## config.mk

```make
export PLATFORM = sky130hd
export DESIGN_NAME = tscs_top
export DESIGN_NICKNAME = d
export VERILOG_FILES = /design/src/tscs_pkg.sv /design/src/tscs_top.sv
export SDC_FILE = /design/constraint.sdc
export NUM_CORES = 1
export LEC_CHECK = 0
export BUFFER_PORTS_ARGS = -buffer_cell sky130_fd_sc_hd__buf_4
export CAP_MARGIN = 15
export CORE_ASPECT_RATIO = 1.25
export CORE_MARGIN = 2
export CORE_UTILIZATION = 45
export DETAILED_ROUTE_END_ITERATION = 16
export HOLD_SLACK_MARGIN = 0.05
export SYNTH_ARGS = -nofsm -noshare
export SYNTH_HDL_FRONTEND = slang
export SYNTH_SLANG_ARGS = --single-unit
```

## constraint.sdc

```tcl
create_clock -name I_REF_CLK -period 3.44 [get_ports I_REF_CLK]
set_clock_uncertainty 0.15 [all_clocks]
set_input_delay 0.172 -clock I_REF_CLK [delete_from_list [all_inputs] [get_ports I_REF_CLK]]
set_output_delay 0.172 -clock I_REF_CLK [all_outputs]
set_load 0.005 [all_outputs]
```

## src/tscs_pkg.sv

```systemverilog
// ****************************************
// soft control and status constants
// ****************************************
package tscs_pkg;

	localparam int unsigned CLK_HZ = 10000000;
	localparam int unsigned CYC_PER_MS = CLK_HZ / 1000;

	// response and start-up times in ms
	localparam int unsigned T_INIT_MS = 300;
	localparam int unsigned T_SERIAL_MS = 300;
	localparam int unsigned T_DATA_MS = 1000;
	localparam int unsigned T_RESP_MS = 100;

	// longest times, so the cycle counts round down
	localparam int unsigned INIT_CYC = T_INIT_MS * CYC_PER_MS;
	localparam int unsigned SERIAL_CYC = T_SERIAL_MS * CYC_PER_MS;
	localparam int unsigned DATA_CYC = T_DATA_MS * CYC_PER_MS;
	localparam int unsigned RESP_CYC = T_RESP_MS * CYC_PER_MS;

	localparam int CNT_W = 24;
	localparam int ADDR_W = 8;
	localparam int DATA_W = 8;

	// register offsets
	localparam logic [7:0] OFS_CTRL = 8'h00;
	localparam logic [7:0] OFS_STATUS = 8'h01;
	localparam logic [7:0] OFS_EVENT = 8'h02;
	localparam logic [7:0] OFS_MASK = 8'h03;
	localparam logic [7:0] OFS_DIAG = 8'h6E;

	// control fields
	localparam int CTRL_TX_DIS_BIT = 0;
	localparam int CTRL_RATE_SEL_BIT = 1;
	localparam logic [1:0] CTRL_RST = 2'h0;

	// status fields
	localparam int ST_TX_DIS_BIT = 0;
	localparam int ST_TX_FAULT_BIT = 1;
	localparam int ST_SIG_LOST_BIT = 2;
	localparam int ST_DATA_RDY_BIT = 3;
	localparam int ST_TX_STABLE_BIT = 4;
	localparam int ST_LASER_ON_BIT = 5;

	// event and mask fields
	localparam int EV_FAULT_BIT = 0;
	localparam int EV_LOST_BIT = 1;
	localparam int EV_DATA_RDY_BIT = 2;
	localparam int EV_STABLE_BIT = 3;
	localparam int EV_W = 4;
	localparam logic [3:0] EV_RST = 4'h0;
	localparam logic [3:0] MASK_RST = 4'h0;

	// diagnostic byte field
	localparam int DIAG_DATA_RDY_BIT = 0;

	typedef enum logic [1:0] {TX_INIT, TX_RUN, TX_OFF, TX_FAULT} tscs_tx_state_t;

endpackage

```

## src/tscs_top.sv

```systemverilog
// The address-and-strobe port and the register offsets are this design's own decisions.
`timescale 1ns/1ps
// Function
// [RL1] setting soft transmit-disable turns the optical output off within 100 ms
// [RL2] clearing soft transmit-disable turns the optical output back on within 100 ms
// [RL3] transmitter output stable within 300 ms of power-on or fault clear
// [RL4] transmitter fault sets the soft fault status bit within 100 ms; a fault raised while transmit-disable is set is flagged only after re-enable
// [RL5] receiver signal loss sets the signal-lost status bit within 100 ms
// [RL6] receiver signal return clears the signal-lost status bit within 100 ms
// [RL7] soft rate-select bit is stored but has no effect on the receiver
// [RL8] host clocks the serial management bus at no more than 400 kHz
// [RL9] analog data-ready bit 0 of byte 110 set within 1000 ms of power-on
// [RL10] serial accesses accepted within 300 ms of power-on, not before
// [RL11] soft control response times counted from the completed write access
// [RL12] status bits show live fault, signal-lost and data-ready conditions on read; here the fault bit holds until transmit-disable is set with the cause gone
module tscs_top
#(
	parameter int unsigned P_INIT_CYC = tscs_pkg::INIT_CYC,
	parameter int unsigned P_SERIAL_CYC = tscs_pkg::SERIAL_CYC,
	parameter int unsigned P_DATA_CYC = tscs_pkg::DATA_CYC
)
(
	input wire logic I_REF_CLK,
	input wire logic I_RST_N,
	input wire logic [7:0] i_addr,
	input wire logic [7:0] i_wdata,
	input wire logic i_wr,
	input wire logic i_rd,
	input wire logic i_tx_fault_cond,
	input wire logic i_rx_lost_cond,
	output logic [7:0] o_rdata,
	output logic o_laser_en,
	output logic o_tx_fault,
	output logic o_signal_lost_flag,
	output logic o_data_ready,
	output logic o_bus_ready,
	output logic o_tx_stable,
	output logic o_irq
);

	// ****************************************
	// helpers
	// ****************************************
	function automatic logic cnt_reached(input logic [23:0] cnt, input int unsigned lim);
		cnt_reached = (cnt >= lim[23:0]);
	endfunction

	function automatic logic [23:0] cnt_step(input logic [23:0] cnt, input int unsigned lim);
		if (cnt >= lim[23:0])
			cnt_step = cnt;
		else
			cnt_step = cnt + 24'h000001;
	endfunction

	function automatic logic addr_hit(input logic stb, input logic [7:0] addr, input logic [7:0] ofs);
		addr_hit = stb && (addr == ofs);
	endfunction

	// ****************************************
	// state
	// ****************************************
	logic [1:0] ctrl_q;
	logic [3:0] event_q;
	logic [3:0] event_d;
	logic [3:0] mask_q;
	logic [23:0] pwr_cnt_q;
	logic [23:0] pwr_cnt_d;
	logic [23:0] init_cnt_q;
	logic [23:0] init_cnt_d;
	tscs_pkg::tscs_tx_state_t tx_state_q;
	tscs_pkg::tscs_tx_state_t tx_state_d;
	logic lost_q;
	logic fault_q;
	logic stable_q;
	logic data_rdy_q;
	logic bus_rdy_q;
	logic laser_q;
	logic [7:0] rdata_q;
	logic irq_q;
	logic wr_ok;
	logic rd_ok;
	logic ctrl_wr;
	logic mask_wr;
	logic event_clr;
	logic serial_due;
	logic data_due;
	logic tx_dis;
	logic [7:0] status_word;
	logic [3:0] event_new;

	assign tx_dis = ctrl_q[tscs_pkg::CTRL_TX_DIS_BIT];
	// accesses before the bus is ready are dropped: reads return zero
	assign wr_ok = i_wr & bus_rdy_q; // [RL10]
	assign rd_ok = i_rd & bus_rdy_q; // [RL10]
	assign ctrl_wr = addr_hit(wr_ok, i_addr, tscs_pkg::OFS_CTRL);
	assign mask_wr = addr_hit(wr_ok, i_addr, tscs_pkg::OFS_MASK);
	assign event_clr = addr_hit(rd_ok, i_addr, tscs_pkg::OFS_EVENT);

	// ****************************************
	// power-on timing
	// ****************************************
	always_ff @(posedge I_REF_CLK)
	begin
		if (!I_RST_N)
			pwr_cnt_q <= 24'h000000;
		else
			pwr_cnt_q <= pwr_cnt_d;
	end

	// compared on the next count, so a flag rises on the very edge its time runs out
	assign pwr_cnt_d = cnt_step(pwr_cnt_q, P_DATA_CYC);
	assign serial_due = cnt_reached(pwr_cnt_d, P_SERIAL_CYC);
	assign data_due = cnt_reached(pwr_cnt_d, P_DATA_CYC);

	// ****************************************
	// ready flags
	// ****************************************
	always_ff @(posedge I_REF_CLK)
	begin
		if (!I_RST_N)
		begin
			bus_rdy_q <= 1'b0;
			data_rdy_q <= 1'b0;
		end
		else
		begin
			bus_rdy_q <= bus_rdy_q | serial_due; // [RL10]
			data_rdy_q <= data_rdy_q | data_due; // [RL9]
		end
	end

	// ****************************************
	// control register
	// ****************************************
	// the write strobe stands for the end of the serial write, so timing starts here
	always_ff @(posedge I_REF_CLK)
	begin
		if (!I_RST_N)
			ctrl_q <= tscs_pkg::CTRL_RST;
		else if (ctrl_wr)
			ctrl_q <= i_wdata[1:0]; // [RL11]
	end
	// rate select is kept for read-back only; nothing downstream reads it [RL7]

	// ****************************************
	// interrupt mask register
	// ****************************************
	always_ff @(posedge I_REF_CLK)
	begin
		if (!I_RST_N)
			mask_q <= tscs_pkg::MASK_RST;
		else if (mask_wr)
			mask_q <= i_wdata[3:0];
	end

	// ****************************************
	// transmitter state machine
	// ****************************************
	always_comb
	begin
		tx_state_d = tx_state_q;
		init_cnt_d = init_cnt_q;
		unique case (tx_state_q)
			tscs_pkg::TX_INIT:
			begin
				// the next count is tested, so the whole init fits inside its bound
				init_cnt_d = cnt_step(init_cnt_q, P_INIT_CYC);
				if (i_tx_fault_cond)
					tx_state_d = tscs_pkg::TX_FAULT; // [RL4]
				else if (tx_dis)
					tx_state_d = tscs_pkg::TX_OFF; // [RL1]
				else if (cnt_reached(init_cnt_d, P_INIT_CYC))
					tx_state_d = tscs_pkg::TX_RUN; // [RL3]
			end
			tscs_pkg::TX_RUN:
			begin
				if (i_tx_fault_cond)
					tx_state_d = tscs_pkg::TX_FAULT; // [RL4]
				else if (tx_dis)
					tx_state_d = tscs_pkg::TX_OFF; // [RL1]
			end
			tscs_pkg::TX_OFF:
			begin
				// a fault seen while disabled waits for the enable: the laser is dark anyway
				if (!tx_dis)
				begin
					tx_state_d = tscs_pkg::TX_INIT; // [RL2]
					// the enabling edge is the first init cycle
					init_cnt_d = 24'h000001; // [RL3]
				end
			end
			tscs_pkg::TX_FAULT:
			begin
				// fault is cleared only by holding transmit-disable once the cause is gone
				if (tx_dis && !i_tx_fault_cond)
					tx_state_d = tscs_pkg::TX_OFF; // [RL3]
			end
		endcase
	end

	// ****************************************
	// transmitter state register
	// ****************************************
	always_ff @(posedge I_REF_CLK)
	begin
		if (!I_RST_N)
		begin
			tx_state_q <= tscs_pkg::TX_INIT;
			init_cnt_q <= 24'h000000;
		end
		else
		begin
			tx_state_q <= tx_state_d;
			init_cnt_q <= init_cnt_d;
		end
	end

	// ****************************************
	// transmitter outputs
	// ****************************************
	// outputs follow the next state, so they move on the same edge as the state
	always_ff @(posedge I_REF_CLK)
	begin
		if (!I_RST_N)
		begin
			laser_q <= 1'b0;
			fault_q <= 1'b0;
			stable_q <= 1'b0;
		end
		else
		begin
			laser_q <= (tx_state_d == tscs_pkg::TX_INIT) || (tx_state_d == tscs_pkg::TX_RUN); // [RL1] [RL2]
			fault_q <= (tx_state_d == tscs_pkg::TX_FAULT); // [RL4]
			stable_q <= (tx_state_d == tscs_pkg::TX_RUN); // [RL3]
		end
	end

	// ****************************************
	// receiver signal-lost flag
	// ****************************************
	always_ff @(posedge I_REF_CLK)
	begin
		if (!I_RST_N)
			lost_q <= 1'b0;
		else
			lost_q <= i_rx_lost_cond; // [RL5] [RL6]
	end

	// ****************************************
	// events and interrupt
	// ****************************************
	always_comb
	begin
		event_new = 4'h0;
		event_new[tscs_pkg::EV_FAULT_BIT] = (tx_state_d == tscs_pkg::TX_FAULT) & ~fault_q;
		// either direction of the signal-lost condition is an event
		event_new[tscs_pkg::EV_LOST_BIT] = i_rx_lost_cond ^ lost_q;
		event_new[tscs_pkg::EV_DATA_RDY_BIT] = data_due & ~data_rdy_q;
		event_new[tscs_pkg::EV_STABLE_BIT] = (tx_state_d == tscs_pkg::TX_RUN) & ~stable_q;
	end

	// a new event in the clearing read's cycle survives the clear
	always_comb
	begin
		event_d = event_q;
		if (event_clr)
			event_d = 4'h0;
		event_d = event_d | event_new;
	end

	// ****************************************
	// event register
	// ****************************************
	always_ff @(posedge I_REF_CLK)
	begin
		if (!I_RST_N)
			event_q <= tscs_pkg::EV_RST;
		else
			event_q <= event_d;
	end

	// ****************************************
	// interrupt
	// ****************************************
	// taken from the next event value so the line does not lag its event bit
	always_ff @(posedge I_REF_CLK)
	begin
		if (!I_RST_N)
			irq_q <= 1'b0;
		else
			irq_q <= |(event_d & mask_q);
	end

	// ****************************************
	// read port
	// ****************************************
	// live levels except the fault bit, which holds until transmit-disable is set with the cause gone: the event register keeps the history
	always_comb
	begin
		status_word = 8'h00;
		status_word[tscs_pkg::ST_TX_DIS_BIT] = tx_dis;
		status_word[tscs_pkg::ST_TX_FAULT_BIT] = fault_q; // [RL12]
		status_word[tscs_pkg::ST_SIG_LOST_BIT] = lost_q; // [RL12]
		status_word[tscs_pkg::ST_DATA_RDY_BIT] = data_rdy_q; // [RL12]
		status_word[tscs_pkg::ST_TX_STABLE_BIT] = stable_q;
		status_word[tscs_pkg::ST_LASER_ON_BIT] = laser_q;
	end

	// ****************************************
	// read data
	// ****************************************
	// unmapped addresses and the idle cycle read as zero, so stale data never looks like an answer
	always_ff @(posedge I_REF_CLK)
	begin
		if (!I_RST_N)
			rdata_q <= 8'h00;
		else if (!rd_ok)
			rdata_q <= 8'h00;
		else
		begin
			unique case (i_addr)
				tscs_pkg::OFS_CTRL: rdata_q <= {6'h00, ctrl_q};
				tscs_pkg::OFS_STATUS: rdata_q <= status_word;
				tscs_pkg::OFS_EVENT: rdata_q <= {4'h0, event_q};
				tscs_pkg::OFS_MASK: rdata_q <= {4'h0, mask_q};
				tscs_pkg::OFS_DIAG: rdata_q <= {7'h00, data_rdy_q}; // [RL9]
				default: rdata_q <= 8'h00;
			endcase
		end
	end

	// ****************************************
	// outputs
	// ****************************************
	assign o_rdata = rdata_q;
	assign o_laser_en = laser_q;
	assign o_tx_fault = fault_q;
	assign o_signal_lost_flag = lost_q;
	assign o_data_ready = data_rdy_q;
	assign o_bus_ready = bus_rdy_q;
	assign o_tx_stable = stable_q;
	assign o_irq = irq_q;

endmodule

```

=== After elaboration in Yosys (flattened, before gate mapping) ===
Cells that the tools add are included.
W data, S select, Z words.

* Flip-flop bits (word level): 75
* Bits in latches: 0
* RAM bits: 0
* Bits in read-only memories: 0
* Input port bits: 22
* Logic and storage cells: 72
* Memories kept: 0

* Add/subtract/negate cells: 2
* Multiply operators: 0
* Divide/modulo/power cells: 0
* Order comparisons: 5
* Eq/ne operators: 10
* Shift-type cells: 0
* Multiplexer cells: 15
* Bitwise gates (word level): 13
* Reduce and logical (&&, ||, !) cells: 13

{| class="wikitable"
|+ Operator list
! cell !! count
|-
| $mux W24 || 4
|-
| $ge A24 B22 Y1 const B || 3
|-
| $add A24 B1 Y24 const B || 2
|-
| $ge A24 B24 Y1 const B || 2
|-
| $pmux W24 S2 || 1
|-
| $pmux W6 S5 || 1
|-
| $eq A8 B2 Y1 const B || 2
|-
| $mux W2 || 7
|-
| $eq A8 B1 Y1 const B || 1
|-
| $eq A8 B7 Y1 const B || 1
|-
| $logic_not A8 Y1 || 1
|-
| $pmux W2 S4 || 1
|-
| $eq A2 B2 Y1 const B || 3
|-
| $and A1 B1 Y1 || 5
|-
| $and A4 B4 Y4 || 1
|-
| $eq A2 B1 Y1 const B || 2
|-
| $logic_and A1 B1 Y1 || 4
|-
| $logic_not A2 Y1 || 2
|-
| $mux W4 || 1
|-
| $or A4 B4 Y4 || 1
|-
| $reduce_and A2 Y1 || 2
|-
| $reduce_or A4 Y1 || 1
|-
| $not A1 Y1 || 3
|-
| $ne A2 B2 Y1 const B || 1
|-
| 5 further kinds || 6
|}

=== Logic depth before layout (Yosys ltp) ===
* Word-level depth: 13
* Gate-level depth with buffers: 11
* Depth with buffers taken out: 10

=== Worst setup path after synthesis ===
No wires, ideal clock.

* Path kind: reg-to-reg
* Start point: register pwr_cnt_q[21]
* End point: register event_q[2]
* Setup time: 0.066 ns
* Data arrival time: 2.444 ns
* Required time: 3.224 ns
* Path slack: 0.780 ns
* Cell stages (with the launch flop): 11
* Period minus slack after synthesis: 2.660 ns
* Path through: dfxtp_1 -> buf_6 -> nor4_4 -> a221o_2 -> o211ai_2 -> or3_1 -> a2111oi_4 -> o311ai_1 -> a311oi_2 -> o21bai_1 -> a21oi_2

* Word-level cells in the longest chain between the ends: 5
* Elaborated cells on any way between the ends: 6
* Classes of those cells: 1 x add/sub; 2 x order compare; 1 x mux; 2 x bitwise

{| class="wikitable"
|+ Ends and longest elaborated chain
! what !! line !! text
|-
| from (decl) || tscs_top.sv:66 || <nowiki>logic [23:0] pwr_cnt_q;</nowiki>
|-
| from (signal assigned) || tscs_top.sv:107 || <nowiki>pwr_cnt_q <= pwr_cnt_d;</nowiki>
|-
| $add A24 B1 Y24 or $ge A24 B24 Y1 (tied branches) || tscs_top.sv:52, tscs_top.sv:49 ||
|-
| $mux W24 * || tscs_top.sv:49 || <nowiki>if (cnt >= lim[23:0])</nowiki>
|-
| $ge A24 B24 Y1 * || tscs_top.sv:45 || <nowiki>cnt_reached = (cnt >= lim[23:0]);</nowiki>
|-
| $and A1 B1 Y1 * || tscs_top.sv:258 || <nowiki>event_new[tscs_pkg::EV_DATA_RDY_BIT] = data_due & ~data_rdy_q;</nowiki>
|-
| $or A4 B4 Y4 * || tscs_top.sv:268 || <nowiki>event_d = event_d | event_new;</nowiki>
|-
| to (signal assigned) || tscs_top.sv:277 || <nowiki>event_q <= tscs_pkg::EV_RST;</nowiki>
|-
| to (signal assigned) || tscs_top.sv:279 || <nowiki>event_q <= event_d;</nowiki>
|-
| to (decl) || tscs_top.sv:63 || <nowiki>logic [3:0] event_q;</nowiki>
|}

Every way passes the cells marked *; elsewhere a longest branch is shown, timed or not.
A chain may end at the register's enable or synchronous reset.

=== Final worst setup path ===
* Start point: register init_cnt_q[14]
* End point: register irq_q (netlist: o_irq)

* Word-level cells in the longest chain between the ends: 13
* Elaborated cells on any way between the ends: 16
* Classes of those cells: 1 x add/sub; 2 x order compare; 2 x eq/ne; 6 x mux; 4 x bitwise; 1 x reduce/logical

{| class="wikitable"
|+ Ends and longest elaborated chain
! what !! line !! text
|-
| from (decl) || tscs_top.sv:68 || <nowiki>logic [23:0] init_cnt_q;</nowiki>
|-
| from (signal assigned) || tscs_top.sv:214 || <nowiki>init_cnt_q <= init_cnt_d;</nowiki>
|-
| $add A24 B1 Y24 or $ge A24 B22 Y1 (tied branches) || tscs_top.sv:52, tscs_top.sv:49 ||
|-
| $mux W24 * || tscs_top.sv:49 ||
|-
| $mux W24 * || tscs_top.sv:163 || <nowiki>unique case (tx_state_q)</nowiki>
|-
| $ge A24 B22 Y1 * || tscs_top.sv:45 ||
|-
| $mux W2 * || tscs_top.sv:172 || <nowiki>else if (cnt_reached(init_cnt_d, P_INIT_CYC))</nowiki>
|-
| $mux W2 * || tscs_top.sv:170 || <nowiki>else if (tx_dis)</nowiki>
|-
| $mux W2 * || tscs_top.sv:168 || <nowiki>if (i_tx_fault_cond)</nowiki>
|-
| $pmux W2 S4 * || tscs_top.sv:163 ||
|-
| $eq A2 B2 Y1 or $eq A2 B1 Y1 (tied branches) || tscs_top.sv:255, tscs_top.sv:259 ||
|-
| $and A1 B1 Y1 (on tied branches) || tscs_top.sv:255, tscs_top.sv:259 ||
|-
| $or A4 B4 Y4 * || tscs_top.sv:268 ||
|-
| $and A4 B4 Y4 * || tscs_top.sv:291 || <nowiki>irq_q <= |(event_d & mask_q);</nowiki>
|-
| $reduce_or A4 Y1 * || tscs_top.sv:291 ||
|-
| to (signal assigned) || tscs_top.sv:291 ||
|-
| to (decl) || tscs_top.sv:79 || <nowiki>logic irq_q;</nowiki>
|}

Every way passes the cells marked *; elsewhere a longest branch is shown, timed or not. The select of a mux whose other input is x is not followed.

==> flow_metrics.env <==
export IMPL_synth_main_ff_cell="dfxtp_1"
export IMPL_cts_tree="yes"
export IMPL_async_flop_share=0
export IMPL_drv_cap=0
export IMPL_dpl_hpwl_mm=7.65
export IMPL_netlist_top_cells_area="dfxtp_1 (33%), nor2_1 (6.8%), nand2_1 (4.5%), xnor2_1 (3.7%), a21oi_1 (3.5%)"
export IMPL_insertedDiodeCount=0
export IMPL_cp_end_kind="flip-flop"
export IMPL_status="complete, no violations"
export IMPL_rsz0062_at_grt="no"
export IMPL_grt_pass1_vias=3937
export IMPL_synth_top_area_cell="dfxtp_1"
export IMPL_clock_latency_ps=330
export IMPL_synth_seq_area_share=0.328
export IMPL_worstPathRequired_ps=3550
export IMPL_switching_share=0.229
export IMPL_overflow=0
export IMPL_power_frac_seq=0.413
export IMPL_grt_pass1_wl_mm=18.4
export IMPL_cts_buffers=9
export IMPL_die_w_um=93.0
export IMPL_leakage_nw=1.82
export IMPL_synth_cells=556
export IMPL_final_seq_area_um2=1460
export IMPL_tightest_slew_ps=555
export IMPL_grt_max_degree=30
export IMPL_critical_path_class="reg -> reg"
export IMPL_cts_root_buffer="clkbuf_16"
export IMPL_dr_max_layer_used="met4"
export IMPL_drtIter0Drc=209
export IMPL_htree_levels=3
export IMPL_power_density_nw_per_um2=408
export IMPL_fin_crit_sh=0.894
export IMPL_ys_ff_latch=73
export IMPL_multi_input_area_um2=2730
export IMPL_routed_wirelength_mm=10.9
export IMPL_num_io_pins=37
export IMPL_whs_ps=100
export IMPL_clock_sinks=73
export IMPL_gp_congestion=0.850
export IMPL_core_um2=9610
export IMPL_fillCellCount=956
export IMPL_drc=0
export IMPL_start_util=0.464
export IMPL_synth_edf_count=0
export IMPL_place_port_buffers=30
export IMPL_fmax_mhz=325
export IMPL_syn_area_um2=4460
export IMPL_route_layer_met1_wl_mm=4.77
export IMPL_hold_viol=0
export IMPL_drtAntennaViolNets=0
export IMPL_clkPwrFrac=0.517
export IMPL_routed_wl_met2_mm=5.56
export IMPL_slew_headroom=0.629
export IMPL_fin_cells=720
export IMPL_ys_warn_count=0
export IMPL_synth_commonest_cells="nor2_1 (81), dfxtp_1 (73), nand2_1 (53)"
export IMPL_worst_setup_path_start_kind="flip-flop"
export IMPL_synth_top_area_share=0.328
export IMPL_nets=615
export IMPL_fin_crit_ps=3080
export IMPL_fp_row_count=40
export IMPL_syn_to_final_growth_pct=16.8
export IMPL_antenna_found_initial=0
export IMPL_synthMostInstantiatedCell="nor2_1"
export IMPL_max_vdd_ir_drop_uv=202
export IMPL_hold_path_class="in -> reg"
export IMPL_routedWlPerCell_um=15.2
export IMPL_critPathMaxFanout=8
export IMPL_tns_ps=0
export IMPL_maxSlewViolCount=0
export IMPL_track_usage=0.213
export IMPL_via_count=4045
export IMPL_die_h_um=115
export IMPL_power_internal_mw=1.64
export IMPL_synth_distinct_cells=87
export IMPL_cts_buffer_depth=2
export IMPL_dr_pass1_iters=4
export IMPL_route_met3_wl_um=345
export IMPL_viasPerCell=5.62
export IMPL_worst_ep_arrival_time_ps=3180
export IMPL_pwr_share_comb=0.070
export IMPL_clk_pin_slew_worst_paths_ps=60
export IMPL_setup_viol=0
export IMPL_dp_cells=689
export IMPL_syn_area_per_cell_um2=8.02
export IMPL_drive_gt1_frac=0.162
export IMPL_post_cts_buffers=0
export IMPL_p_switching_mw=0.486
export IMPL_die_area_um2=10700
[final timing paths]
| check | startpoint | end | slack, ps | cells past startpoint |
|---|---|---|---|---|
| max | init_cnt_q[14] | o_irq | 360 | 9 |
| min | i_addr[6] | o_rdata[3] | 100 | 4 |
| max reg2reg | init_cnt_q[14] | o_irq | 360 | 9 |
| min reg2reg | event_q[2] | event_q[2] | 350 | 2 |
[cell type report]
class                      count  share of cell area
tap                          126              0.0303
sequential                    73               0.281
clock buffer                  10              0.0440
clock inverter                 6              0.0221
inverter                      16              0.0115
multi-input combinational    433               0.523
timing repair buffer          56              0.0880
[power by group through the flow]
stage / clock network, mW / logic, mW / registers (mW)
after detailed placement: 0 / 0.138 / 0.895
after global routing: 1.15 / 0.167 / 0.879
after floorplan: 0 / 0.0914 / 0.891
after CTS: 1.12 / 0.149 / 0.876
final: 1.10 / 0.148 / 0.877
after global placement: 0 / 0.137 / 0.895
[metrics by stage]
stage	utilization	power, mW	area [µm²]	setup slack [ps]
floorplan	-	0.983	4460	780
global placement	0.490	1.03	4710	414
detailed placement	0.490	1.03	4710	388
CTS	0.542	2.14	5210	373
global route	0.542	2.20	5210	58.8
finish	0.542	2.12	5210	364
[state kept, by name, summed over array words and instances, names as in the netlist]
name and count:
ctrl_q 2, o_tx_stable 1, o_tx_fault 1, mask_q 4, tx_state_q 2, o_rdata 6, pwr_cnt_q 24, o_laser_en 1
o_signal_lost_flag 1, o_irq 1, o_data_ready 1, init_cnt_q 24, event_q 4, o_bus_ready 1
[routing by layer]
metal,global-route usage,vias up
met1,0.256,1891
li1,-,2055
met3,0.0367,20
met4,0.104,0
met5,0,-
met2,0.367,79
[worst max-delay path, stage by stage, from the launching register on]
cell and delay [ps]:
dfxtp_1 450, nand3_2 180, or4_4 570, o21ai_0 350
nor4_1 110, o21ai_0 190, a31oi_1 120, o41ai_2 490
a32oi_1 220, o221ai_2 180
[logic make-up after synthesis]
family	Yosys count	synth area share
simple gates	270	0.314
mux	11	0.0281
xor+xnor	28	0.0550
other cells	1	0.000841
flops	73	0.328
buf+inv	51	0.0620
compound gates	118	0.201
fa+ha+maj	4	0.0112
[layout by cell type, fill, tap and decap left out, drive strengths merged, types with 17 or more instances in the layout]
| cell | instances |
|---|---|
| nor3 | 24 |
| o21ai | 21 |
| nand2 | 54 |
| nand3 | 29 |
| xnor2 | 19 |
| nor2 | 81 |
| dfxtp | 73 |
| a21oi | 32 |
| buf | 41 |
| inv | 17 |
[what timing repair did]
item,4_1_cts,5_1_grt
resized for setup,0,0
endpoints found under the hold margin,16,0
hold buffers,15,0
Note: power is estimated with default switching activity, not from simulation.
